**src/core/ppe_pkg.sv**
```systemverilog
package ppe_pkg;
  localparam int DATA_W = 8;
  localparam int QUEUE_DEPTH = 4;
  localparam int CLK_MHZ = 100;
  // retry limit, counted in clocks of the core domain
  localparam int RETRY_CLKS = 16;
  localparam logic [4:0] RETRY_LIMIT = 5'h10;
  // response delays after a sampled BUSY or acknowledge change
  localparam logic [2:0] DLY_DSTB_REL = 3'h3;
  localparam logic [2:0] DLY_ASTB_WR_REL = 3'h4;
  localparam logic [2:0] DLY_ASTB_RD_REL = 3'h3;
  localparam logic [2:0] DLY_END = 3'h2;
  localparam logic [2:0] DLY_ECP_STB_REL = 3'h2;
  localparam logic [2:0] DLY_REV_ASSERT = 3'h3;
  localparam logic [2:0] DLY_REV_RELEASE = 3'h2;
  localparam logic [2:0] DLY_FILTER = 3'h2;
  localparam logic [7:0] DATA_RST = 8'h00;
  // synchronisers reset to the pin's idle level, so no false edge follows reset
  localparam logic BUSY_IDLE = 1'h0;
  localparam logic ACK_N_IDLE = 1'h1;

  typedef enum logic [1:0]
  {
    ACC_EPP_DATA = 2'h0,
    ACC_EPP_ADDR = 2'h1,
    ACC_ECP_QUEUE = 2'h2,
    ACC_NONE = 2'h3
  } acc_kind_t;

  typedef struct packed
  {
    logic valid;
    logic write;
    acc_kind_t kind;
    logic [7:0] wdata;
  } host_req_t;

  typedef struct packed
  {
    logic done;
    logic retry;
    logic [7:0] rdata;
  } host_rsp_t;

  typedef struct packed
  {
    logic dataStbN;
    logic addrStbN;
    logic writeN;
    logic ackHsN;
    logic [7:0] dataOut;
    logic dataOe;
  } port_out_t;

  // gray sequence along the usual path
  typedef enum logic [3:0]
  {
    ST_IDLE = 4'h0,
    ST_STB = 4'h1,
    ST_RELWAIT = 4'h3,
    ST_BUSYLOW = 4'h2,
    ST_ENDWAIT = 4'h6,
    ST_REVWAIT = 4'h7,
    ST_REVHS = 4'h5,
    ST_REVEND = 4'h4
  } state_t;
endpackage

```
**src/core/ppe_sync.sv**
```systemverilog
`timescale 1ns/100ps
module ppe_sync
#(
  parameter logic RESET_LEVEL = 1'h0
)
(
  input wire logic core_clk,
  input wire logic rstn,
  input wire logic din,
  output logic dout
);
  logic stage1_r;

  always_ff @(posedge core_clk or negedge rstn)
  begin
    if (!rstn)
    begin
      stage1_r <= RESET_LEVEL;
      dout <= RESET_LEVEL;
    end
    else
    begin
      stage1_r <= din;
      dout <= stage1_r;
    end
  end
endmodule

```
**src/core/ppe_fifo.sv**
```systemverilog
`timescale 1ns/100ps
module ppe_fifo
#(
  parameter int WIDTH = 8,
  parameter int DEPTH = 4
)
(
  input wire logic core_clk,
  input wire logic rstn,
  input wire logic inValid,
  output logic inReady,
  input wire logic [WIDTH-1:0] inData,
  output logic outValid,
  input wire logic outReady,
  output logic [WIDTH-1:0] outData
);
  localparam int AW = $clog2(DEPTH);
  logic [WIDTH-1:0] mem [DEPTH];
  logic [AW-1:0] wrPtr_r;
  logic [AW-1:0] rdPtr_r;
  logic [AW:0] count_r;
  logic push;
  logic pop;

  assign inReady = (count_r != (AW+1)'(DEPTH));
  assign outValid = (count_r != '0);
  assign outData = mem[rdPtr_r];
  assign push = inValid && inReady;
  assign pop = outValid && outReady;

  always_ff @(posedge core_clk)
  begin
    if (push)
      mem[wrPtr_r] <= inData;
  end

  always_ff @(posedge core_clk or negedge rstn)
  begin
    if (!rstn)
    begin
      wrPtr_r <= '0;
      rdPtr_r <= '0;
      count_r <= '0;
    end
    else
    begin
      if (push)
        wrPtr_r <= (wrPtr_r == AW'(DEPTH-1)) ? '0 : wrPtr_r + 1'b1;
      if (pop)
        rdPtr_r <= (rdPtr_r == AW'(DEPTH-1)) ? '0 : rdPtr_r + 1'b1;
      count_r <= count_r + (AW+1)'(push) - (AW+1)'(pop);
    end
  end
endmodule

```
**src/core/parallel_port_engine.sv**
```systemverilog
`timescale 1ns/100ps
module parallel_port_engine
(
  input wire logic core_clk,
  input wire logic rstn,
  input wire logic filterEn,
  input wire logic reverseMode,
  input wire ppe_pkg::host_req_t hostReq,
  output ppe_pkg::host_rsp_t hostRsp,
  input wire logic busyPin,
  input wire logic ackNPin,
  input wire logic [7:0] dataIn,
  output ppe_pkg::port_out_t portOut,
  output logic fwdQueueReady
);
  // ************************************************************
  // input synchronisers
  // ************************************************************
  logic busySync;
  logic ackNSync;

  ppe_sync #(.RESET_LEVEL(ppe_pkg::BUSY_IDLE)) u_sync_busy
  (
    .core_clk(core_clk),
    .rstn(rstn),
    .din(busyPin),
    .dout(busySync)
  );

  ppe_sync #(.RESET_LEVEL(ppe_pkg::ACK_N_IDLE)) u_sync_ack
  (
    .core_clk(core_clk),
    .rstn(rstn),
    .din(ackNPin),
    .dout(ackNSync)
  );

  // ************************************************************
  // queues: forward toward the port, reverse toward the host
  // ************************************************************
  logic fwdInValid;
  logic fwdInReady;
  logic fwdOutValid;
  logic fwdOutReady;
  logic [7:0] fwdOutData;
  logic revInValid;
  logic revInReady;
  logic revOutValid;
  logic revOutReady;
  logic [7:0] revOutData;

  assign fwdInValid = hostReq.valid && hostReq.write && hostReq.kind == ppe_pkg::ACC_ECP_QUEUE
    && !hostRsp.done;
  assign revOutReady = hostReq.valid && !hostReq.write
    && hostReq.kind == ppe_pkg::ACC_ECP_QUEUE && !hostRsp.done;

  ppe_fifo #(.WIDTH(ppe_pkg::DATA_W), .DEPTH(ppe_pkg::QUEUE_DEPTH)) u_fwd_queue
  (
    .core_clk(core_clk),
    .rstn(rstn),
    .inValid(fwdInValid),
    .inReady(fwdInReady),
    .inData(hostReq.wdata),
    .outValid(fwdOutValid),
    .outReady(fwdOutReady),
    .outData(fwdOutData)
  );

  ppe_fifo #(.WIDTH(ppe_pkg::DATA_W), .DEPTH(ppe_pkg::QUEUE_DEPTH)) u_rev_queue
  (
    .core_clk(core_clk),
    .rstn(rstn),
    .inValid(revInValid),
    .inReady(revInReady),
    .inData(dataIn),
    .outValid(revOutValid),
    .outReady(revOutReady),
    .outData(revOutData)
  );

  // ************************************************************
  // port sequencer
  // ************************************************************
  ppe_pkg::state_t state_r;
  ppe_pkg::acc_kind_t curKind_r;
  logic curWrite_r;
  logic [2:0] wait_r;
  logic eppBusy;
  logic eppDone_r;
  logic [7:0] eppRdata_r;
  logic [2:0] extra;
  logic waitDone;
  logic eppReq;
  logic startEpp;
  logic startFwd;

  assign extra = filterEn ? ppe_pkg::DLY_FILTER : 3'h0;
  assign waitDone = (wait_r == 3'h1);
  assign eppReq = hostReq.valid && hostReq.kind != ppe_pkg::ACC_ECP_QUEUE
    && hostReq.kind != ppe_pkg::ACC_NONE;
  assign eppBusy = (state_r != ppe_pkg::ST_IDLE) && curKind_r != ppe_pkg::ACC_ECP_QUEUE;
  // a pending retry result blocks a second cycle for the same access
  assign startEpp = eppReq && state_r == ppe_pkg::ST_IDLE && !eppDone_r;
  assign startFwd = !startEpp && !reverseMode && fwdOutValid && state_r == ppe_pkg::ST_IDLE;
  assign fwdOutReady = startFwd;
  assign revInValid = state_r == ppe_pkg::ST_REVEND && waitDone;

  always_ff @(posedge core_clk or negedge rstn)
  begin
    if (!rstn)
    begin
      state_r <= ppe_pkg::ST_IDLE;
      curKind_r <= ppe_pkg::ACC_NONE;
      curWrite_r <= 1'b0;
      wait_r <= 3'h0;
    end
    else
    begin
      if (wait_r != 3'h0)
        wait_r <= wait_r - 3'h1;
      case (state_r)
        ppe_pkg::ST_IDLE:
        begin
          if (startEpp)
          begin
            state_r <= ppe_pkg::ST_STB;
            curKind_r <= hostReq.kind;
            curWrite_r <= hostReq.write;
          end
          else if (startFwd)
          begin
            state_r <= ppe_pkg::ST_STB;
            curKind_r <= ppe_pkg::ACC_ECP_QUEUE;
            curWrite_r <= 1'b1;
          end
          else if (reverseMode && !ackNSync && revInReady)
          begin
            state_r <= ppe_pkg::ST_REVWAIT;
            wait_r <= ppe_pkg::DLY_REV_ASSERT + extra;
          end
        end
        ppe_pkg::ST_STB:
        begin
          if (busySync)
          begin
            state_r <= ppe_pkg::ST_RELWAIT;
            if (curKind_r == ppe_pkg::ACC_ECP_QUEUE)
              wait_r <= ppe_pkg::DLY_ECP_STB_REL + extra;
            else if (curKind_r == ppe_pkg::ACC_EPP_ADDR && curWrite_r)
              wait_r <= ppe_pkg::DLY_ASTB_WR_REL + extra;
            else if (curKind_r == ppe_pkg::ACC_EPP_ADDR)
              wait_r <= ppe_pkg::DLY_ASTB_RD_REL + extra;
            else
              wait_r <= ppe_pkg::DLY_DSTB_REL + extra;
          end
        end
        ppe_pkg::ST_RELWAIT:
        begin
          if (waitDone)
            state_r <= ppe_pkg::ST_BUSYLOW;
        end
        ppe_pkg::ST_BUSYLOW:
        begin
          if (!busySync)
          begin
            state_r <= ppe_pkg::ST_ENDWAIT;
            wait_r <= ppe_pkg::DLY_END + extra;
          end
        end
        ppe_pkg::ST_ENDWAIT:
        begin
          if (waitDone)
            state_r <= ppe_pkg::ST_IDLE;
        end
        ppe_pkg::ST_REVWAIT:
        begin
          if (waitDone)
            state_r <= ppe_pkg::ST_REVHS;
        end
        ppe_pkg::ST_REVHS:
        begin
          if (ackNSync)
          begin
            state_r <= ppe_pkg::ST_REVEND;
            wait_r <= ppe_pkg::DLY_REV_RELEASE + extra;
          end
        end
        ppe_pkg::ST_REVEND:
        begin
          if (waitDone)
            state_r <= ppe_pkg::ST_IDLE;
        end
        default:
          state_r <= ppe_pkg::ST_IDLE;
      endcase
    end
  end

  // ************************************************************
  // port pins, all registered
  // ************************************************************
  always_ff @(posedge core_clk or negedge rstn)
  begin
    if (!rstn)
    begin
      portOut.dataStbN <= 1'b1;
      portOut.addrStbN <= 1'b1;
      portOut.writeN <= 1'b1;
      portOut.ackHsN <= 1'b1;
      portOut.dataOut <= ppe_pkg::DATA_RST;
      portOut.dataOe <= 1'b0;
    end
    else
    begin
      if (startEpp)
      begin
        portOut.dataStbN <= hostReq.kind != ppe_pkg::ACC_EPP_DATA;
        portOut.addrStbN <= hostReq.kind != ppe_pkg::ACC_EPP_ADDR;
        portOut.writeN <= !hostReq.write;
        portOut.dataOut <= hostReq.wdata;
        portOut.dataOe <= hostReq.write;
      end
      else if (startFwd)
      begin
        portOut.writeN <= 1'b0;
        portOut.dataOut <= fwdOutData;
        portOut.dataOe <= 1'b1;
      end
      else if (state_r == ppe_pkg::ST_RELWAIT && waitDone)
      begin
        portOut.dataStbN <= 1'b1;
        portOut.addrStbN <= 1'b1;
        if (curKind_r == ppe_pkg::ACC_ECP_QUEUE)
          portOut.writeN <= 1'b1;
      end
      else if (state_r == ppe_pkg::ST_ENDWAIT && waitDone)
      begin
        portOut.writeN <= 1'b1;
        portOut.dataOe <= 1'b0;
      end
      else if (state_r == ppe_pkg::ST_REVWAIT && waitDone)
        portOut.ackHsN <= 1'b0;
      else if (state_r == ppe_pkg::ST_REVEND && waitDone)
        portOut.ackHsN <= 1'b1;
    end
  end

  // ************************************************************
  // host answer: retry after the limit, data on the repeat
  // ************************************************************
  logic [4:0] holdCnt_r;

  always_ff @(posedge core_clk or negedge rstn)
  begin
    if (!rstn)
    begin
      eppDone_r <= 1'b0;
      eppRdata_r <= ppe_pkg::DATA_RST;
    end
    else
    begin
      if (eppBusy && state_r == ppe_pkg::ST_ENDWAIT && waitDone)
      begin
        eppDone_r <= 1'b1;
        if (!curWrite_r)
          eppRdata_r <= dataIn;
      end
      else if (eppBusy && state_r == ppe_pkg::ST_BUSYLOW && !busySync && !curWrite_r)
        eppRdata_r <= dataIn;
      else if (eppReq && eppDone_r && !hostRsp.done)
        eppDone_r <= 1'b0;
    end
  end

  always_ff @(posedge core_clk or negedge rstn)
  begin
    if (!rstn)
    begin
      holdCnt_r <= 5'h0;
      hostRsp <= '0;
      fwdQueueReady <= 1'b0;
    end
    else
    begin
      hostRsp <= '0;
      fwdQueueReady <= fwdInReady;
      if (!eppReq || !eppBusy)
        holdCnt_r <= 5'h0;
      else if (!hostRsp.retry)
        holdCnt_r <= holdCnt_r + 5'h1;
      if (hostReq.valid && hostReq.kind == ppe_pkg::ACC_ECP_QUEUE && !hostRsp.done)
      begin
        if (hostReq.write)
          hostRsp.done <= fwdInReady;
        else
        begin
          hostRsp.done <= 1'b1;
          hostRsp.rdata <= revOutValid ? revOutData : ppe_pkg::DATA_RST;
        end
      end
      else if (eppReq && eppDone_r && !hostRsp.done)
      begin
        hostRsp.done <= 1'b1;
        hostRsp.rdata <= eppRdata_r;
      end
      else if (eppReq && eppBusy && holdCnt_r == ppe_pkg::RETRY_LIMIT - 5'h1
        && !hostRsp.retry)
        hostRsp.retry <= 1'b1;
    end
  end

  // ************************************************************
  // checks
  // ************************************************************
  retry_at_limit_a: assert property (@(posedge core_clk) disable iff (!rstn)
    hostRsp.retry |-> $past(eppBusy, 1) && $past(holdCnt_r, 1) == 5'h0F)
    else $error("retry without sixteen clocks pending");
  retry_keeps_cycle_a: assert property (@(posedge core_clk) disable iff (!rstn)
    hostRsp.retry |-> state_r != ppe_pkg::ST_IDLE || eppDone_r)
    else $error("retry aborted the port cycle");
  no_second_cycle_a: assert property (@(posedge core_clk) disable iff (!rstn)
    eppDone_r |=> portOut.dataStbN && portOut.addrStbN)
    else $error("second EPP cycle started");
  filter_delay_a: assert property (@(posedge core_clk) disable iff (!rstn)
    (state_r == ppe_pkg::ST_BUSYLOW && !busySync && filterEn) |=> wait_r == 3'h4)
    else $error("filter delay missing");
  data_strobe_rel_a: assert property (@(posedge core_clk) disable iff (!rstn)
    (state_r == ppe_pkg::ST_STB && busySync && curKind_r == ppe_pkg::ACC_EPP_DATA
      && !filterEn) |=> !portOut.dataStbN ##1 !portOut.dataStbN ##1 !portOut.dataStbN
      ##1 portOut.dataStbN)
    else $error("data strobe release off");
  addr_wr_rel_a: assert property (@(posedge core_clk) disable iff (!rstn)
    (state_r == ppe_pkg::ST_STB && busySync && curKind_r == ppe_pkg::ACC_EPP_ADDR
      && curWrite_r && !filterEn) |=> !portOut.addrStbN [*4] ##1 portOut.addrStbN)
    else $error("address strobe release off");
  ecp_strobe_rel_a: assert property (@(posedge core_clk) disable iff (!rstn)
    (state_r == ppe_pkg::ST_STB && busySync && curKind_r == ppe_pkg::ACC_ECP_QUEUE
      && !filterEn) |=> ##2 $rose(portOut.writeN))
    else $error("ECP strobe release off");
  rev_assert_a: assert property (@(posedge core_clk) disable iff (!rstn)
    (state_r == ppe_pkg::ST_IDLE && reverseMode && !ackNSync && revInReady && !startEpp
      && !startFwd && !filterEn)
      |=> ##3 $fell(portOut.ackHsN))
    else $error("reverse handshake late");
  rev_release_a: assert property (@(posedge core_clk) disable iff (!rstn)
    (state_r == ppe_pkg::ST_REVHS && ackNSync && !filterEn) |=> ##1 revInValid
      ##1 portOut.ackHsN)
    else $error("reverse release off");

  fwd_cover: cover property (@(posedge core_clk) disable iff (!rstn)
    startFwd ##[1:40] fwdInValid && state_r != ppe_pkg::ST_IDLE);
  retry_cover: cover property (@(posedge core_clk) disable iff (!rstn)
    hostRsp.retry ##[1:60] hostRsp.done);
  rev_cover: cover property (@(posedge core_clk) disable iff (!rstn) revInValid);
endmodule

```
**config.mk**
```make
export PLATFORM = sky130hd
export DESIGN_NAME = parallel_port_engine
export DESIGN_NICKNAME = d
export VERILOG_FILES = /design/src/core/ppe_pkg.sv /design/src/core/ppe_sync.sv /design/src/core/ppe_fifo.sv /design/src/core/parallel_port_engine.sv
export SDC_FILE = /design/constraint.sdc
export NUM_CORES = 1
export LEC_CHECK = 0
export ABC_CLOCK_PERIOD_IN_PS = 2520
export BUFFER_PORTS_ARGS = -buffer_cell sky130_fd_sc_hd__buf_2
export CORE_MARGIN = 3
export CORE_UTILIZATION = 25
export CTS_BUF_LIST = sky130_fd_sc_hd__clkbuf_2
export DETAILED_ROUTE_END_ITERATION = 8
export PLACE_DENSITY = 0.48
export SLEW_MARGIN = 25
export SYNTH_ARGS = -nofsm -noshare
export SYNTH_HDL_FRONTEND = slang
export SYNTH_SLANG_ARGS = --single-unit
export TNS_END_PERCENT = 1
```
**constraint.sdc**
```tcl
create_clock -name core_clk -period 2.52 [get_ports core_clk]
set_input_delay 0.252 -clock core_clk [delete_from_list [all_inputs] [get_ports core_clk]]
set_output_delay 0.252 -clock core_clk [all_outputs]
set_load 0.02 [all_outputs]
```
==> results.toml <==
[synthesis]
synth_mux_area_share_pct = 9.43
netlist_instances = 396
synth_xor_area_share_pct = 1.25
yosys.area_share.simple_pct = 10.9
yosys_warnings = 0
synth_compound_area_share_pct = 7.01
ys_seq_elements = 129
yosys.area_share.adder_pct = 5.20
synth_top_family_by_area = "simple AND/OR/NAND/NOR gates"
seq_area_frac_synth_pct = 63.7
yosys.area.top_type_share_pct = 34.4
synthDistinctLibCells = 56
synthTopCellsByArea = "edfxtp_1 (34%), dfrtp_1 (26%), mux4_2 (6.5%)"
synthArstFlopShare_pct = 50.4
ys.flop_type = "edfxtp_1"
synth_nets = 444
synth.cell_area_um2 = 5590
yosys.area.top_type = "edfxtp_1"
synth-edff-count = 64
avgSynthCellArea_um2 = 14.1

[place]
gp_congestion = 0.793
io_buffers = 49
dpl_cell_area_um2 = 6250
place_hpwl_um = 8390

[floorplan]
dieArea_um2 = 24200
core_area_um2 = 21900
rows = 54
die_h_um = 155
io_pins = 50
start_util_pct = 25.5
chipWidth_um = 155

[power]
clkPwrFrac_pct = 18.4
combPwrFrac_pct = 33.8
seqPwrFrac_pct = 47.8
switchingPower_mw = 2.37
leakage_nw = 2.69
finalPower_mw = 6.39
intPower_mw = 4.01
swShare_pct = 37.2
irDropWorstVdd_mv = 0.455
p_per_area_nw_per_um2 = 947

[worst_setup_path]
cp-end-kind = "flip-flop"
crit_family = "adder cells"
path_class = "reg -> reg"
crit_fanout = 4
startpoint_type = "flip-flop"
crit_chain = "and4bb_2 > o31ai_1 > nor2_1 > ha_1 > inv_1 > ha_1 > inv_1 > fa_1 > xnor2_1 > xnor2_1"
slowest_stage = "dfrtp_1"
critPathBufInv = 2
required_ps = 3130
cpPeakStageDelay_ps = 450
crit_arrival_ps = 2930

[clocking]
cts-root-buf = "clkbuf_2"
cts.sinks = 129
clk_pin_slew_ps = 220
postCtsSetupBuffers = 0
clock_path_buffers = 2
tritoncts = "built"
cts_buffers = 17
htree_num_levels = 4
clkLatencyLatePin_ps = 680

[layout]
fillers = 2244
drive_above_1_share_pct = 28.8
final_common_cell = "edfxtp_1"
mostFrequentLayoutCells = "edfxtp_1 (64), dfrtp_1 (57), buf_2 (49)"
finalNetCount = 542
area_delta_synth_final_pct = 20.7
num_antenna_cells = 0
fin_util_pct = 30.8
fin_area_um2 = 6740

[detailed_routing]
drt-wirelength-per-cell_um = 15.5
vias_per_cell = 4.40
drt_wl_total_um = 12200
drt.antenna.violating_nets = 0
drc = 0
first_iter_violations = 230
first_pass_iters = 4
vias = 3459

[timing]
slew_headroom_pct = 50.3
fin_crit_ps = 2320
fin_crit_sh_pct = 92.2
finalSetupViolCount = 0
max_freq_mhz = 431
tightest_slew_ps = 743
setup_tns_ps = 0
hold_violations = 0
worst_clock_skew_ps = 34.7
drv_slew = 0
rsz0062_at_grt = "no"

[outcome]
status = "finished clean"

[grt]
grt_overflow_total = 0
antenna_found_initial = 0
grt_max_degree = 26
grt.total_usage_pct = 10.6
grt_pass1_wl_um = 19700
grt_pass1_vias = 3581

[run]
drv_cap = 0

[hold_path]
hold_path.class = "in -> async"
-- cells by family after synthesis --
group,count (synthesis)
AO/OA/AOI/OAI,57
XOR/XNOR,8
adder cells (fa/ha/maj),22
buffers and inverters,32
flip-flops,129
multiplexers,31
AND/OR/NAND/NOR,117
-- Yosys cell counts (3+ instances only) --
library cell / n
inv_1: 18
a31oi_1: 5
a22o_1: 8
nor2b_1: 3
dfrtp_1: 57
buf_2: 5
nor2_1: 31
xnor2_1: 6
mux2_2: 13
a21oi_1: 10
o22ai_1: 3
nand2b_1: 6
edfxtp_1: 64
o22a_1: 3
nor3b_1: 3
mux4_2: 16
dfstp_2: 8
nand3_1: 5
ha_1: 20
nor3_1: 3
clkbuf_1: 5
o21ai_0: 16
and2_1: 8
nand2_1: 38
-- worst reg2reg max path, cell delays in order, from the launching register on --
cell and delay, ps:
dfrtp_1 450, and4bb_2 380, o31ai_1 90, nor2_1 150, ha_1 250, inv_1 60
ha_1 130, inv_1 50, fa_1 380, xnor2_1 200, xnor2_1 150
-- what timing repair did --
action / 4_1_cts / 5_1_grt
hold buffers: 26 / 0
hold endpoints to repair: 155 / 0
resized for setup: 0 / 2
endpoints found under the setup margin: 0 / 1
-- power by group through the flow --
| stage | Clock, mW | Combinational [mW] | Sequential, mW |
|---|---|---|---|
| after floorplan | 0 | 1.55 | 3.05 |
| after global placement | 0 | 2.08 | 3.08 |
| after detailed placement | 0 | 2.13 | 3.11 |
| after CTS | 1.23 | 2.18 | 3.07 |
| after global routing | 1.35 | 2.42 | 3.13 |
| final | 1.18 | 2.16 | 3.05 |
-- registers in the layout, summed over array words and instances (netlist names) --
name	cells
u_fwd_queue.mem	32
u_rev_queue.mem	32
portOut	13
hostRsp	10
eppRdata_r	8
holdCnt_r	5
state_r	3
u_fwd_queue.count_r	3
u_rev_queue.count_r	3
wait_r	3
curKind_r	2
u_fwd_queue.rdPtr_r	2
u_fwd_queue.wrPtr_r	2
u_rev_queue.rdPtr_r	2
u_rev_queue.wrPtr_r	2
curWrite_r	1
eppDone_r	1
fwdQueueReady	1
u_sync_ack.dout	1
u_sync_ack.stage1_r	1
u_sync_busy.dout	1
u_sync_busy.stage1_r	1
-- routing by layer --
layer  GRT usage, %  vias up  routed length, um
met5              0        -                  0
met3           3.31        9                505
met4           3.00        0                 97
li1               -     1646                  -
met2           17.3       63               6150
met1           13.7     1741               5450
-- worst paths after layout --
kind / start / end / slack (ps) / depth (start not counted)
max: hostRsp[9]$_DFF_PN0_ / u_rev_queue.count_r[2]$_DFF_PN0_ / 200 / 10
min: rstn / state_r[0]$_DFFE_PN0P_ / 150 / 3
max reg2reg: hostRsp[9]$_DFF_PN0_ / u_rev_queue.count_r[2]$_DFF_PN0_ / 200 / 10
min reg2reg: u_sync_ack.stage1_r$_DFF_PN1_ / u_sync_ack.dout$_DFF_PN1_ / 380 / 0
max in group asynchronous: rstn / hostRsp[1]$_DFF_PN0_ / 1260 / 3
min in group core_clk: busyPin / u_sync_busy.stage1_r$_DFF_PN0_ / 190 / 2
-- through the flow --
stage	std cells	worst slack, ps	hold WS [ps]
detailed placement	729	237	218
global route	787	12.0	71.7
CTS	787	162	72.2
global placement	729	304	214
finish	787	197	152
floorplan	396	151	-43.6
-- layout make-up --
type	instances	area, um2	share of cell area [%]
flip-flops and latches	129	3560	52.8
clock buffers	17	85.1	1.26
multi-input cells	235	1900	28.2
clock inverters	15	135	2.00
repair buffers	93	641	9.50
well taps	280	350	5.20
inverters	18	67.6	1.00
Power figures use the tool's default switching activity.
